File: config.mk
export PLATFORM = sky130hd
export DESIGN_NAME = spm_top
export DESIGN_NICKNAME = d
export VERILOG_FILES = /design/src/spm_pkg.sv /design/src/spm_bitdelay.sv /design/src/spm_addsub.sv /design/src/spm_top.sv
export VERILOG_INCLUDE_DIRS = /design/src /design/src/src
export SDC_FILE = /design/constraint.sdc
export NUM_CORES = 1
export LEC_CHECK = 0
export ABC_AREA = 1
export BUFFER_PORTS_ARGS = -buffer_cell sky130_fd_sc_hd__clkbuf_2
export CORE_AREA = 2 2 113 115
export CTS_CLUSTER_DIAMETER = 120
export DETAILED_ROUTE_END_ITERATION = 8
export DIE_AREA = 0 0 115 117
export HOLD_SLACK_MARGIN = 0.02
export PLACE_DENSITY = 0.55
export SKIP_LAST_GASP = 1
export SYNTH_ARGS = -nofsm -noshare
export SYNTH_HDL_FRONTEND = slang
export SYNTH_SLANG_ARGS = --single-unit
export TNS_END_PERCENT = 50
File: constraint.sdc
create_clock -name pclk -period 3.9 [get_ports pclk]
set_input_delay 0.39 -clock pclk [delete_from_list [all_inputs] [get_ports pclk]]
set_output_delay 0.39 -clock pclk [all_outputs]
set_load 0.1 [all_outputs]
File: src/spm_defines.svh
`ifndef SPM_DEFINES_SVH
`define SPM_DEFINES_SVH

// apb register byte offsets
`define SPM_ADDR_W          12
`define SPM_OFF_CTRL        12'h000
`define SPM_OFF_STATUS      12'h004
`define SPM_OFF_MCAND       12'h008
`define SPM_OFF_PRODUCT     12'h00C

// control register fields
`define SPM_CTRL_SIGNED_BIT 0
`define SPM_CTRL_ADD_BIT    1
`define SPM_CTRL_W          2
`define SPM_CTRL_RESET      2'h2

// status register fields
`define SPM_STAT_CNT_LSB    0
`define SPM_STAT_CNT_W      8
`define SPM_STAT_STATE_LSB  8

// datapath widths
`define SPM_MCAND_W         8
`define SPM_CAPT_W          16

`endif

File: src/spm_pkg.sv
package spm_pkg;

  typedef enum logic [2:0]
  {
    SPM_IDLE = 3'b001,
    SPM_LOAD = 3'b010,
    SPM_RUN  = 3'b100
  } spm_state_e;

endpackage

File: src/spm_bitdelay.sv
module spm_bitdelay
  import spm_pkg::*;
#(
  parameter int W = 1
)
(
  input  wire logic         pclk,
  input  wire logic         presetn,
  input  wire logic [W-1:0] data_in,
  output logic      [W-1:0] data_out
);

  logic [W-1:0] hold_reg;
  logic [W-1:0] hold_next;

  always_comb
  begin
    hold_next = data_in;
  end

  always_ff @(posedge pclk or negedge presetn)
  begin
    if (!presetn)
      hold_reg <= '0;
    else
      hold_reg <= hold_next;
  end

  assign data_out = hold_reg;

endmodule

File: src/spm_addsub.sv
module spm_addsub
  import spm_pkg::*;
(
  input  wire logic pclk,
  input  wire logic presetn,
  input  wire logic clear,
  input  wire logic add_sel,
  input  wire logic p_bit,
  input  wire logic b_bit,
  output logic      sum_out
);

  logic carry_reg;
  logic carry_next;
  logic sum_reg;
  logic sum_next;
  logic b_eff;

  // subtract adds the inverted addend with carry seeded to one
  always_comb
  begin
    b_eff = add_sel ? b_bit : ~b_bit;
    if (clear)
    begin
      carry_next = ~add_sel;
      sum_next   = 1'b0;
    end
    else
    begin
      sum_next   = p_bit ^ b_eff ^ carry_reg;
      carry_next = (p_bit & b_eff) | (p_bit & carry_reg) | (b_eff & carry_reg);
    end
  end

  always_ff @(posedge pclk or negedge presetn)
  begin
    if (!presetn)
    begin
      carry_reg <= 1'b0;
      sum_reg   <= 1'b0;
    end
    else
    begin
      carry_reg <= carry_next;
      sum_reg   <= sum_next;
    end
  end

  assign sum_out = sum_reg;

endmodule

File: src/spm_top.sv
// Behaviour
// RQ1: multiplicand word of 8 bits captured in parallel; multiplier bits arrive serially.
// RQ2: loading a multiplicand clears all arithmetic flip-flops to zero; the adder carry loads one in subtract mode instead.
// RQ3: driver presents one multiplier bit per rising clock edge throughout.
// RQ4: two's complement multiply; signed select decides multiplicand signed or unsigned.
// RQ5: cascade input wired to lsb serial output of next more significant slice.
// RQ6: two serial outputs: plain product and product plus or minus addend.
// RQ7: serial adder/subtractor after multiplier combines product with addend stream.
// RQ8: first cycle loads multiplicand and first multiplier bit; product invalid then.
// RQ9: delayed addend input passes one flip-flop, aligning with first valid product.
// RQ10: add select high adds, low subtracts, for every clocked bit.
// RQ11: controller pulses load strobe low, releases it before serial sequence.
`include "spm_defines.svh"

module spm_top
  import spm_pkg::*;
#(
  parameter int MW = `SPM_MCAND_W
)
(
  input  wire logic                   pclk,
  input  wire logic                   presetn,
  input  wire logic                   psel,
  input  wire logic                   penable,
  input  wire logic                   pwrite,
  input  wire logic [`SPM_ADDR_W-1:0] paddr,
  input  wire logic [31:0]            pwdata,
  output logic      [31:0]            prdata,
  output logic                        pready,
  output logic                        pslverr,
  input  wire logic [MW-1:0]          multiplicand_in,
  input  wire logic                   load_strobe_n,
  input  wire logic                   multiplier_serial_in,
  input  wire logic                   cascade_in,
  input  wire logic                   addend_serial_in,
  input  wire logic                   delayed_addend_in,
  output logic                        product_serial_out,
  output logic                        sum_serial_out,
  output logic                        lsb_serial_out
);

  logic [`SPM_CTRL_W-1:0]     ctrl_reg;
  logic [`SPM_CTRL_W-1:0]     ctrl_next;
  logic [31:0]                rdata_reg;
  logic [31:0]                rdata_next;
  logic                       err_reg;
  logic                       err_next;
  logic [MW-1:0]              mcand_reg;
  logic [MW-1:0]              mcand_next;
  logic [MW-1:0]              acc_reg;
  logic [MW-1:0]              acc_next;
  logic                       prod_reg;
  logic                       prod_next;
  logic [`SPM_STAT_CNT_W-1:0] cnt_reg;
  logic [`SPM_STAT_CNT_W-1:0] cnt_next;
  logic [`SPM_CAPT_W-1:0]     capt_reg;
  logic [`SPM_CAPT_W-1:0]     capt_next;
  spm_state_e                 state_reg;
  spm_state_e                 state_next;
  logic                       load;
  logic                       signed_mode;
  logic                       add_sel;
  logic                       mult_bit;
  logic                       addend_dly;
  logic                       addend_bit;
  logic [MW+1:0]              acc_ext;
  logic [MW+1:0]              pp_ext;
  logic [MW+1:0]              casc_ext;
  logic [MW+1:0]              cell_sum;
  logic [MW-1:0]              pp;
  logic                       setup;
  logic                       wr_en;
  logic                       hit;

  assign load        = ~load_strobe_n;  // [RQ11]
  assign signed_mode = ctrl_reg[`SPM_CTRL_SIGNED_BIT];
  assign add_sel     = ctrl_reg[`SPM_CTRL_ADD_BIT];

  // apb slave: zero wait states, read data registered in the setup cycle
  assign setup = psel & ~penable;
  assign wr_en = psel & penable & pwrite;
  assign hit   = (paddr == `SPM_OFF_CTRL) || (paddr == `SPM_OFF_STATUS) ||
                 (paddr == `SPM_OFF_MCAND) || (paddr == `SPM_OFF_PRODUCT);

  always_comb
  begin
    ctrl_next  = ctrl_reg;
    rdata_next = rdata_reg;
    err_next   = err_reg;
    if (wr_en && hit && paddr == `SPM_OFF_CTRL)
      ctrl_next = pwdata[`SPM_CTRL_W-1:0];
    if (setup)
    begin
      err_next   = ~hit;
      rdata_next = 32'h0000_0000;
      if (!pwrite)
      begin
        case (paddr)
          `SPM_OFF_CTRL:
            rdata_next[`SPM_CTRL_W-1:0] = ctrl_reg;
          `SPM_OFF_STATUS:
          begin
            rdata_next[`SPM_STAT_CNT_LSB +: `SPM_STAT_CNT_W] = cnt_reg;
            rdata_next[`SPM_STAT_STATE_LSB +: 3] = state_reg;
          end
          `SPM_OFF_MCAND:
            rdata_next[MW-1:0] = mcand_reg;
          `SPM_OFF_PRODUCT:
            rdata_next[`SPM_CAPT_W-1:0] = capt_reg;
          default:
            rdata_next = 32'h0000_0000;
        endcase
      end
    end
  end

  always_ff @(posedge pclk or negedge presetn)
  begin
    if (!presetn)
    begin
      ctrl_reg  <= `SPM_CTRL_RESET;
      rdata_reg <= 32'h0000_0000;
      err_reg   <= 1'b0;
    end
    else
    begin
      ctrl_reg  <= ctrl_next;
      rdata_reg <= rdata_next;
      err_reg   <= err_next;
    end
  end

  assign prdata  = rdata_reg;
  assign pready  = 1'b1;
  assign pslverr = psel & penable & err_reg;

  // multiplier bit register, loaded on every edge including the load edge
  spm_bitdelay #(
    .W (1)
  ) u_mult_dly (
    .pclk     (pclk),
    .presetn  (presetn),
    .data_in  (multiplier_serial_in),  // [RQ3]
    .data_out (mult_bit)
  );

  // delayed addend: one extra clock so the load-edge bit meets product bit zero
  spm_bitdelay #(
    .W (1)
  ) u_addend_dly (
    .pclk     (pclk),
    .presetn  (presetn),
    .data_in  (delayed_addend_in),
    .data_out (addend_dly)  // [RQ9]
  );

  // arithmetic cells: partial sum plus gated multiplicand plus cascade bit
  always_comb
  begin
    pp       = mult_bit ? mcand_reg : '0;
    acc_ext  = signed_mode ? {{2{acc_reg[MW-1]}}, acc_reg} : {2'b00, acc_reg};  // [RQ4]
    pp_ext   = signed_mode ? {{2{pp[MW-1]}}, pp} : {2'b00, pp};  // [RQ4]
    casc_ext = {1'b0, cascade_in, {MW{1'b0}}};  // [RQ5]
    cell_sum = acc_ext + pp_ext + casc_ext;
    mcand_next = mcand_reg;
    if (load)
    begin
      mcand_next = multiplicand_in;  // [RQ1]
      acc_next   = '0;  // [RQ2]
      prod_next  = 1'b0;  // [RQ8]
    end
    else
    begin
      acc_next  = cell_sum[MW:1];
      prod_next = cell_sum[0];
    end
  end

  always_ff @(posedge pclk or negedge presetn)
  begin
    if (!presetn)
    begin
      mcand_reg <= '0;
      acc_reg   <= '0;
      prod_reg  <= 1'b0;
    end
    else
    begin
      mcand_reg <= mcand_next;
      acc_reg   <= acc_next;
      prod_reg  <= prod_next;
    end
  end

  assign product_serial_out = prod_reg;  // [RQ6]
  assign lsb_serial_out     = acc_reg[0];  // [RQ5]

  // direct and delayed addend share one adder; tie the unused one low
  assign addend_bit = addend_serial_in | addend_dly;

  spm_addsub u_addsub (
    .pclk    (pclk),
    .presetn (presetn),
    .clear   (load),  // [RQ2]
    .add_sel (add_sel),  // [RQ10]
    .p_bit   (prod_next),  // [RQ7]
    .b_bit   (addend_bit),
    .sum_out (sum_serial_out)  // [RQ6]
  );

  // sequence tracking, bit counter and product capture for software
  always_comb
  begin
    state_next = state_reg;
    cnt_next   = cnt_reg;
    capt_next  = capt_reg;
    case (state_reg)
      SPM_IDLE:
      begin
        if (load)
          state_next = SPM_LOAD;
      end
      SPM_LOAD:
      begin
        if (!load)
          state_next = SPM_RUN;
      end
      SPM_RUN:
      begin
        if (load)
          state_next = SPM_LOAD;
      end
      default:
        state_next = SPM_IDLE;
    endcase
    if (load)
    begin
      cnt_next  = '0;
      capt_next = '0;
    end
    else if (state_reg != SPM_IDLE)
    begin
      if (cnt_reg != {`SPM_STAT_CNT_W{1'b1}})
        cnt_next = cnt_reg + 1'b1;
      capt_next = {prod_next, capt_reg[`SPM_CAPT_W-1:1]};
    end
  end

  always_ff @(posedge pclk or negedge presetn)
  begin
    if (!presetn)
    begin
      state_reg <= SPM_IDLE;
      cnt_reg   <= '0;
      capt_reg  <= '0;
    end
    else
    begin
      state_reg <= state_next;
      cnt_reg   <= cnt_next;
      capt_reg  <= capt_next;
    end
  end

endmodule

---- Word level (Yosys, flattened, before mapping) ----
Index checks and enable logic that the tools add are counted.
storage, ports and cells
  flip-flop bits (word level) ............. 83
  input bits .............................. 62
  output and inout port bits .............. 37
operators by class
  $add $sub $neg .......................... 3
  equality and inequality tests ........... 12
  multiplexer cells ....................... 21
  bitwise operators ....................... 16
  reduce and logical (&&, ||, !) cells .... 9
operators by type and width
  operator                                                                  count
  16-bit 2-to-1 mux                                                         3
  8-bit 2-to-1 mux                                                          5
  12-bit by 4-bit equality test with 1-bit output (second input constant)   2
  9-bit adder                                                               2
  9-bit 2-to-1 mux                                                          2
  6-bit one-hot mux with 3 select lines                                     1
  12-bit by 3-bit equality test with 1-bit output (second input constant)   1
  12-bit zero test                                                          1
  3-bit one-hot mux with 2 select lines                                     2
  8-bit by 1-bit adder with 8-bit output (second input constant)            1
  8-bit inequality test (second input constant)                             1
  2-bit one-hot mux with 4 select lines                                     1
  1-bit AND                                                                 7
  3-bit 2-to-1 mux                                                          2
  5-bit 2-to-1 mux                                                          1
  1-bit 2-to-1 mux                                                          4
  2-bit by 1-bit inequality test with 1-bit output (second input constant)  2
  2-bit inequality test (second input constant)                             2
  1-bit NOT                                                                 4
  2-bit AND reduction                                                       2
  3-bit by 1-bit equality test with 1-bit output (second input constant)    1
  3-bit by 2-bit equality test with 1-bit output (second input constant)    1
  3-bit equality test (second input constant)                               1
  1-bit logical OR                                                          3
  5 further kinds                                                           9

---- Longest topological paths before layout ----
Gate-level depths: netlist (run 1).
  depth after elaboration ................. 9
  mapped depth ............................ 12
  depth with buffers taken out ............ 11

---- By module ----
A second synthesis (run 1) with hierarchy kept.
second synthesis, totals
  cell total of the unflattened synthesis .. 470
  area total of the unflattened synthesis .. 3,717.3 sq um
by module, submodules not included
  module        instances  cells each  area an instance (sq um)
  spm_top       1          452         3,548.4
  spm_addsub    1          16          118.9
  spm_bitdelay  2          1           25.0

---- Worst setup path after synthesis (run 1) ----
Ideal clock, no wire load.
  path kind ............................... register -> register
  from .................................... reg acc_reg[0]
  to ...................................... reg acc_reg[6]
  arrival ................................. 2,079 ps
  slack ................................... 1,694 ps
  cell stages (with the launch flop) ...... 8
  clock period less this slack ............ 2,206 ps
  path through ............................ dfrtp_1 -> ha_1 -> ha_1 -> fa_1 -> nand4_1 -> o211ai_1 -> o21ai_0 -> a21oi_1
between the ends
  longest elaborated chain between the ends .. 4
RTL lines
  element                   RTL line        RTL
  from (decl)               spm_top.sv:50   logic [MW-1:0] acc_reg;
  from (signal assigned)    spm_top.sv:190  acc_reg <= acc_next;
  9-bit 2-to-1 mux          spm_top.sv:161  acc_ext = signed_mode ? {{2{acc_reg[MW-1]}}, acc_reg} : {2'b00, acc_reg};
  9-bit adder (2 in a row)  spm_top.sv:164  cell_sum = acc_ext + pp_ext + casc_ext;
  8-bit 2-to-1 mux          spm_top.sv:166  if (load)
  via acc_next[6]           spm_top.sv:51   logic [MW-1:0] acc_next;
The timed path passes the listed nets, and every way through them passes these cells.
A chain may end at the register's enable or synchronous reset.

---- Worst setup path in the final report (run 1) ----
  from .................................... reg u_mult_dly.hold_reg, in the netlist u_mult_dly.data_out
  to ...................................... reg acc_reg[6]
between the ends
  longest elaborated chain between the ends .. 5
RTL lines
  element                   RTL line            RTL
  from (decl)               spm_bitdelay.sv:13  logic [W-1:0] hold_reg;
  from (signal assigned)    spm_bitdelay.sv:26  hold_reg <= hold_next;
  8-bit 2-to-1 mux          spm_top.sv:160      pp = mult_bit ? mcand_reg : '0;
  9-bit 2-to-1 mux          spm_top.sv:162      pp_ext = signed_mode ? {{2{pp[MW-1]}}, pp} : {2'b00, pp};
  9-bit adder (2 in a row)  spm_top.sv:164
  8-bit 2-to-1 mux          spm_top.sv:166
  via acc_next[6]           spm_top.sv:51
The timed path passes the listed nets, and every way through them passes these cells.

==> results of run 1 <==
[cells by family after synthesis]
family,Yosys count
other,2
xor gates and xnor gates,6
adders and majority gates,18
and+or+nand+nor,195
buffers and inverters,71
AOI/OAI and AO/OA,69
DFF,67
[routing by layer]
| metal | vias to the layer above | global-route usage | share of wire | wire, um |
|---|---|---|---|---|
| met5 | - | 0 | 0 | 0 |
| met4 | 0 | 0.05863 | 0.023 | 184 |
| met3 | 12 | 0.02575 | 0.045 | 363 |
| met2 | 69 | 0.1988 | 0.46 | 3738 |
| met1 | 1383 | 0.1592 | 0.47 | 3827 |
| li1 | 1485 | - | - | - |
[final cells by class]
cell class / count / share of cell area
flip-flops and latches: 67 / 0.3983
clock inverters: 2 / 0.008311
multi-input cells: 305 / 0.3865
well taps: 150 / 0.04452
inverters: 38 / 0.03443
repair buffers: 55 / 0.06768
clock buffers: 14 / 0.06026
[per-stage QoR]
stage	power, mW	worst slack (ns)	utilization	area, sq um	hold slack, ns
after global placement	1.219	1.824	0.3189	3926	0.4661
after detailed placement	1.226	1.782	0.3189	3926	0.4703
after CTS	2.028	1.765	0.3424	4215	0.1607
after global routing	2.102	1.651	0.3424	4215	0.1628
final	2.001	1.776	0.3424	4215	0.1748
after floorplan	1.139	1.695	-	3662	0.09441
[how the worst max path moves through the flow]
stage | startpoint | to | slack [ns] | cells past startpoint
after floorplan | acc_reg[0] | acc_reg[6] | 1.69 | 7
after global placement | u_mult_dly.data_out | acc_reg[6] | 1.82 | 9
after detailed placement | u_mult_dly.data_out | acc_reg[6] | 1.78 | 9
after CTS | u_mult_dly.data_out | acc_reg[6] | 1.77 | 9
after global routing | u_mult_dly.data_out | acc_reg[6] | 1.65 | 9
final | u_mult_dly.data_out | acc_reg[6] | 1.78 | 9
[layout by cell type, fill, tap and decap left out, types with 4 or more instances in the layout]
cell type  count
xor2_1         5
clkbuf_1       4
o21ai_1       19
buf_4          4
clkbuf_2      50
dfrtp_1       65
a21oi_1       12
nand4_1        9
inv_1         33
nand2_1      103
clkbuf_16      9
ha_1          16
conb_1        17
nor2_1        20
o21ai_0       22
o211ai_1       7
inv_2          4
nand3_1       48
[power by group through the flow]
stage | Clock, mW | Sequential (mW) | Combinational [mW]
floorplan | 0 | 0.820 | 0.319
global placement | 0 | 0.799 | 0.420
detailed placement | 0 | 0.801 | 0.425
CTS | 0.811 | 0.789 | 0.429
global route | 0.836 | 0.795 | 0.471
finish | 0.792 | 0.788 | 0.422
==> impl_metrics.json, run 1 <==
{
  "status": "complete, no violations",
  "netlist.area_leader.share": 0.4511,
  "min_delay_worst_endpoint": "u_addend_dly.data_out",
  "critPathTopFamily": "adder cells",
  "port-buffer-count": 51,
  "critPathMaxStageDelay_ns": 0.47,
  "syn_area_sq_um": 3606,
  "clk_latency_ns": 0.33,
  "rows": 41,
  "r2r_start": "u_mult_dly.data_out",
  "synth_cell_types": 38,
  "routed_via_density": 4.674,
  "ff2ff_setup_slack_ns": 1.78,
  "fin_cells": 631,
  "antennaDiodeCount": 0,
  "muxShareOfSynthArea": 0,
  "final.setup_skew_ns": 0.008515,
  "nets": 556,
  "hold_buffers": 0,
  "die-area_sq_um": 13460,
  "yosys.area_share.simple": 0.2443,
  "crit_slowest_cell": "dfrtp_1",
  "fin_setup_tns_ns": 0,
  "synth_area_per_cell_sq_um": 8.425,
  "switching_share": 0.3221,
  "grt_remaining_overflow": 0,
  "cp_data_arrival_time_ns": 2.32,
  "maxCapViolations": 0,
  "postSynthCellCount": 428,
  "report.final.hold_viol_count": 0,
  "cts_tree": "built",
  "clk_pin_slew_ns": 0.05,
  "rsz0062_at_grt": "false",
  "cts_resized": 0,
  "p_seq_frac": 0.394,
  "die_y_um": 117,
  "drcViolationCount": 0,
  "synth_fa_ha_area_frac": 0.06662,
  "end_kind": "flop",
  "p_int_mw": 1.357,
  "io_pins": 99,
  "synth_most_common_cell": "nand2_1",
  "area_delta_synth_final_pct": 16.90,
  "grt_pass1_wl_um": 12980,
  "p_switching_mw": 0.6446,
  "synth_top_cells_by_count": "103 x nand2_1, 65 x dfrtp_1, 48 x nand3_1",
  "multi_input_area_sq_um": 1629,
  "cp.required_ns": 4.10,
  "worst-path-buf-inv": 1,
  "dp_cells": 615,
  "cp_max_fo": 8,
  "crit_top_cell": "ha_1",
  "fmax_mhz": 470.7,
  "clock_path_buffers": 2,
  "globalRouteTotalUtil": 0.1234,
  "worst-setup-path-type": "reg2reg",
  "post_cts_buffers": 0,
  "final-seq-area_sq_um": 1679,
  "synthFlopType": "dfrtp_1",
  "setup_viol": 0,
  "p_comb_frac": 0.211,
  "synth_xor_area_frac": 0.01457,
  "synth_compound_area_frac": 0.1086,
  "cts_root_buf": "clkbuf_16",
  "p_leak_nw": 2.205,
  "tightest_slew_ns": 1.089,
  "clkPwrFrac": 0.396,
  "whs_path_depth": 1,
  "r2r-end": "acc_reg[6]",
  "min_from": "delayed_addend_in",
  "yosys.area.top_type": "dfrtp_1",
  "globalplace.congestion": 0.7810,
  "power_density_nw_per_um2": 474.8,
  "min_period_ns": 2.124,
  "dr.pass1.iters": 4,
  "fillerInstances": 1277,
  "cts.sinks": 67,
  "grt_max_degree": 50,
  "ys_async_sr_fraction": 1.000,
  "ys_seq_area_frac": 0.4656,
  "synth_top_family_by_area": "simple AND/OR/NAND/NOR gates",
  "synth_seq_cells": 67,
  "drv_slew": 0,
  "die_w_um": 115,
  "r2r_cells": 9,
  "period_share": 0.5447,
  "antenna_found_initial": 0,
  "initial_core_util": 0.2929,
  "synth_warnings": 0,
  "wire_per_inst_um": 12.86,
  "hold_class": "in2reg",
  "synthTopCellsByArea": "dfrtp_1 45%, nand2_1 11%, nand3_1 6.7%, ha_1 5.6%, buf_4 3.7%",
  "max-vdd-ir-drop_mv": 0.2346,
  "synth_edf_count": 0,
  "grt_pass1_vias": 2705,
  "drt-total-wl_um": 8113,
  "drive_gt1_frac": 0.1726,
  "coreArea_sq_um": 12310,
  "crit_chain": "nand2_1 -> inv_1 -> ha_1 -> ha_1 -> fa_1 -> nand4_1 -> o211ai_1 -> o21ai_0 -> a21oi_1",
  "post-dp-hpwl_um": 5879,
  "maxSlewHeadroom": 0.2741,
  "htreeDepth": 3,
  "startpoint_type": "flop",
  "first_iter_violations": 219,
  "ant_nets": 0,
  "routed-via-count": 2949,
  "cts_inserted_buffers": 9
}
Power figures use the tool's default switching activity.
==> inputs of run 2 (changes only) <==
PLACE_DENSITY = 0.57   (was 0.55)
clock period = 1.7 ns   (was 3.9 ns; I/O delays follow)
==> impl_metrics.json, run 2 (synthesized netlist as in run 1, its figures left out) <==
{
  "r2r_start": "u_mult_dly.data_out",
  "final-seq-area_sq_um": 1684,
  "power_density_nw_per_um2": 1052,
  "port-buffer-count": 51,
  "report.final.hold_viol_count": 0,
  "grt_max_degree": 68,
  "cts_root_buf": "clkbuf_16",
  "end_kind": "flop",
  "clk_pin_slew_ns": 0.06,
  "worst-setup-path-type": "reg2reg",
  "clock_path_buffers": 2,
  "nets": 581,
  "power_mw": 4.874,
  "rows": 41,
  "drv_slew": 0,
  "rsz0062_at_grt": "true",
  "post-dp-hpwl_um": 6082,
  "cts_tree": "built",
  "hold_class": "in2reg",
  "cp_max_fo": 7,
  "io_pins": 99,
  "htreeDepth": 3,
  "grt_pass1_wl_um": 14240,
  "grt_remaining_overflow": 0,
  "setup_slack_ns": -0.1729,
  "min_from": "multiplicand_in[1]",
  "violations": "negative setup slack",
  "cts_inserted_buffers": 9,
  "maxCapViolations": 0,
  "initial_core_util": 0.2929,
  "fmax_mhz": 533.9,
  "period_share": 1.102,
  "multi_input_area_sq_um": 1814,
  "ant_nets": 0,
  "layout_commonest_cell": "nand2_1",
  "fin_setup_tns_ns": -0.5801,
  "antenna_found_initial": 0,
  "fillerInstances": 1233,
  "wire_per_inst_um": 13.27,
  "p_leak_nw": 2.319,
  "cp.required_ns": 1.92,
  "crit_start": "u_mult_dly.data_out",
  "first_iter_violations": 174,
  "die_w_um": 115,
  "grt_pass1_vias": 3033,
  "most-common-layout-cells": "98 x nand2_1, 63 x dfrtp_1, 50 x clkbuf_2, 47 x nand3_1, 31 x inv_1",
  "max-vdd-ir-drop_mv": 0.5603,
  "cts.sinks": 67,
  "final.setup_skew_ns": 0.007378,
  "routed-via-count": 3050,
  "globalRouteTotalUtil": 0.1352,
  "drive_gt1_frac": 0.2668,
  "min_period_ns": 1.873,
  "drt-total-wl_um": 8708,
  "antennaDiodeCount": 0,
  "globalplace.congestion": 0.7705,
  "area_delta_synth_final_pct": 28.45,
  "drcViolationCount": 0,
  "clk_latency_ns": 0.34,
  "routed_via_density": 4.649,
  "tightest_slew_ns": 0.6504,
  "status": "complete, but fails checks",
  "coreArea_sq_um": 12310,
  "cp_data_arrival_time_ns": 2.09,
  "dr.pass1.iters": 4,
  "startpoint_type": "flop",
  "die_y_um": 117,
  "setup_viol": 7,
  "maxSlewHeadroom": 0.5659,
  "die-area_sq_um": 13460
}
## run 2: cell types whose count changed in the layout (fill, tap and decap cells not counted), moves of 3 or more
cell,previous run,this run
buf_4,4,24
ha_1,16,4
ha_4,0,12
nand2_1,103,98
nand2_2,3,8
a21oi_1,12,9
a21oi_2,0,3
clkbuf_1,4,1
dlygate4sd3_1,0,3
## run 2: path summary, 6_finish.rpt
check / end / slack (ns) / cells past startpoint
setup / recovery: acc_reg[6] / -0.17 / 9
hold / removal: mcand_reg[1] / 0.03 / 3
setup reg to reg: acc_reg[6] / -0.17 / 9
hold reg to reg: prdata[3] / 0.48 / 2
max in group asynchronous: ctrl_reg[1] / 0.97 / 3
min in group asynchronous: prdata[1] / 0.36 / 3
## run 2: what timing repair did
| item | CTS | global route |
|---|---|---|
| pin swaps | 5 | 11 |
| buffers inserted | 3 | 1 |
| setup endpoints to repair | 9 | 9 |
| hold endpoints to repair | 67 | 0 |
| hold buffers | 3 | 0 |
| resized for setup | 15 | 9 |
## run 2: where the power goes
part	total (mW)	internal, mW	switching [mW]
logic	1.22	0.387	0.830
registers	1.81	1.72	0.0832
clock network	1.85	1.17	0.683
## run 2: area by class of cell
| type | instances | area share |
|---|---|---|
| inverters | 38 | 0.03133 |
| clock buffers | 11 | 0.05240 |
| well taps | 150 | 0.04052 |
| repair buffers | 80 | 0.1091 |
| clock inverters | 5 | 0.01135 |
| multi-input cells | 305 | 0.3917 |
| flip-flops and latches | 67 | 0.3636 |
## run 2: per-layer routing
metal | wire [um] | GRT usage | share of wire | vias up
met2 | 4373 | 0.2298 | 0.50 | 54
met5 | 0 | 0 | 0 | -
met3 | 293 | 0.02781 | 0.034 | 9
met4 | 126 | 0.05622 | 0.014 | 0
met1 | 3914 | 0.1683 | 0.45 | 1454
li1 | - | - | - | 1533
## run 2: stage by stage
stage,utilization,worst slack [ns],cells,hold WS [ns],instance area [sq um]
after global placement,0.3347,-0.1949,633,0.2211,4120
after floorplan,-,-0.1406,443,-0.1256,3702
final,0.3762,-0.1729,656,0.03053,4632
after global routing,0.3762,-0.3127,656,0.04886,4632
after detailed placement,0.3347,-0.2508,633,0.2249,4120
after CTS,0.3719,-0.1859,655,0.02083,4578
## run 2: worst max-delay path, stage by stage (launching register included)
cell	delay [ns]
dfrtp_2	0.44
nand2_2	0.09
inv_2	0.04
ha_4	0.21
ha_4	0.16
fa_2	0.40
nand4_1	0.11
o211ai_1	0.11
o21ai_1	0.14
a21oi_1	0.05
==> inputs of run 3 (changes only) <==
TNS_END_PERCENT = not set   (was 50)
==> impl_metrics.json, run 3 (synthesized netlist as in run 1, its figures left out) <==
{
  "setup_viol": 5,
  "cts_tree": "built",
  "ff2ff_setup_slack_ns": -0.09,
  "io_pins": 99,
  "nets": 572,
  "p_switching_mw": 1.578,
  "routed_via_density": 4.632,
  "first_iter_violations": 182,
  "globalplace.congestion": 0.8378,
  "final.setup_skew_ns": 0.005239,
  "violations": "negative setup slack",
  "routed-via-count": 2997,
  "grt_pass1_wl_um": 14210,
  "switching_share": 0.3233,
  "wire_per_inst_um": 13.40,
  "port-buffer-count": 51,
  "die_y_um": 117,
  "clock_path_buffers": 2,
  "final_util": 0.3738,
  "clk_latency_ns": 0.33,
  "ant_nets": 0,
  "post_cts_buffers": 0,
  "whs_path_depth": 3,
  "setup_slack_ns": -0.09157,
  "cts_inserted_buffers": 9,
  "min_delay_worst_endpoint": "ctrl_reg[1]",
  "maxCapViolations": 0,
  "die-area_sq_um": 13460,
  "cts_root_buf": "clkbuf_16",
  "timing.hold.ws_ns": 0.03238,
  "period_share": 1.054,
  "min_from": "pwdata[1]",
  "crit_start": "u_mult_dly.data_out",
  "r2r_cells": 10,
  "status": "complete, but fails checks",
  "area_delta_synth_final_pct": 27.62,
  "grt_max_degree": 68,
  "tightest_slew_ns": 0.5469,
  "most-common-layout-cells": "101 x nand2_1, 64 x dfrtp_1, 50 x clkbuf_2, 46 x nand3_1, 26 x inv_1",
  "finalInstanceArea_sq_um": 4602,
  "min_period_ns": 1.792,
  "antennaDiodeCount": 0,
  "initial_core_util": 0.2929,
  "report.final.hold_viol_count": 0,
  "end_kind": "flop",
  "htreeDepth": 3,
  "antenna_found_initial": 0,
  "power_density_nw_per_um2": 1061,
  "fillerInstances": 1245,
  "p_seq_frac": 0.371,
  "hold_class": "in2reg",
  "grt_pass1_vias": 2924,
  "globalRouteTotalUtil": 0.1344,
  "place_area_sq_um": 4155,
  "drcViolationCount": 0,
  "post-dp-hpwl_um": 6231,
  "cp_max_fo": 6,
  "rsz0062_at_grt": "true",
  "clk_pin_slew_ns": 0.05,
  "layout_commonest_cell": "nand2_1",
  "max-vdd-ir-drop_mv": 0.4270,
  "drive_gt1_frac": 0.2575,
  "p_int_mw": 3.303,
  "r2r-end": "acc_reg[5]",
  "die_w_um": 115,
  "grt_remaining_overflow": 0,
  "maxSlewHeadroom": 0.6370,
  "clkPwrFrac": 0.384,
  "fmax_mhz": 558.2,
  "startpoint_type": "flop",
  "cts.sinks": 67,
  "worst-setup-path-type": "reg2reg",
  "p_leak_nw": 2.263,
  "dr.pass1.iters": 4,
  "p_comb_frac": 0.245,
  "drv_slew": 0,
  "cp.required_ns": 1.90,
  "rows": 41,
  "coreArea_sq_um": 12310,
  "cp_data_arrival_time_ns": 1.99,
  "r2r_start": "u_mult_dly.data_out",
  "drt-total-wl_um": 8668
}
run 3: cell types whose count changed in the layout (fill, tap and decap cells not counted), sizes merged:
cell / before / now
buf: 27 / 18
clkbuf: 61 / 64
clkinv: 3 / 1
clkinvlp: 1 / 0
run 3: metrics by stage:
step                      setup TNS [ns]  power [mW]  instances  setup slack, ns
after floorplan                  -0.2368       2.677        443          -0.1399
after global placement           -0.6149       2.930        628          -0.1636
after detailed placement         -0.7802       2.953        628          -0.1952
after CTS                        -0.5033       4.887        647          -0.1166
after global routing              -1.000       5.120        647          -0.2285
final                            -0.3034       4.881        647         -0.09157
run 3: power groups by stage:
stage	clock network (mW)	registers, mW	logic [mW]
3_3_place_gp	0	1.83	1.10
5_1_grt	1.98	1.82	1.31
2_1_floorplan	0	1.89	0.785
4_1_cts	1.91	1.81	1.17
6_report	1.88	1.81	1.19
3_5_place_dp	0	1.83	1.12
run 3: final cells by class:
class	count	area (sq um)	share of cell area
inverter	38	145.1	0.03154
clock buffer	14	264.0	0.05737
sequential	67	1683	0.3657
timing repair buffer	71	441.7	0.09598
clock inverter	2	35.03	0.007613
multi-input combinational	305	1846	0.4010
tap	150	187.7	0.04078
run 3: metal layers:
layer  part of all wire  track usage  vias to the layer above
met3              0.043      0.03141                       13
met2               0.49       0.2220                       63
met1               0.45       0.1706                     1402
met5                  0            0                        -
li1                   -            -                     1519
met4              0.019      0.05542                        0
run 3: worst max-delay path by stage:
| stage | end | slack, ns | cells past startpoint |
|---|---|---|---|
| detailed placement | acc_reg[6] | -0.20 | 9 |
| global route | acc_reg[7] | -0.23 | 10 |
| floorplan | acc_reg[6] | -0.14 | 10 |
| finish | acc_reg[5] | -0.09 | 10 |
| global placement | acc_reg[6] | -0.16 | 9 |
| CTS | acc_reg[5] | -0.12 | 10 |
run 3: what timing repair did:
item / CTS / global route
resized for setup: 10 / 12
hold buffers: 3 / 0
hold endpoints to repair: 67 / 0
pin swaps: 6 / 11
setup endpoints to repair: 6 / 9
run 3: worst max-delay path: stages, from the launching register on:
cell and delay (ns):
dfrtp_1 0.40, buf_6 0.14, nand2_2 0.05, inv_2 0.04, ha_4 0.26, ha_4 0.21, a21oi_2 0.14, nand2_2 0.09
a21oi_2 0.13, xor2_1 0.16, nor2_1 0.05
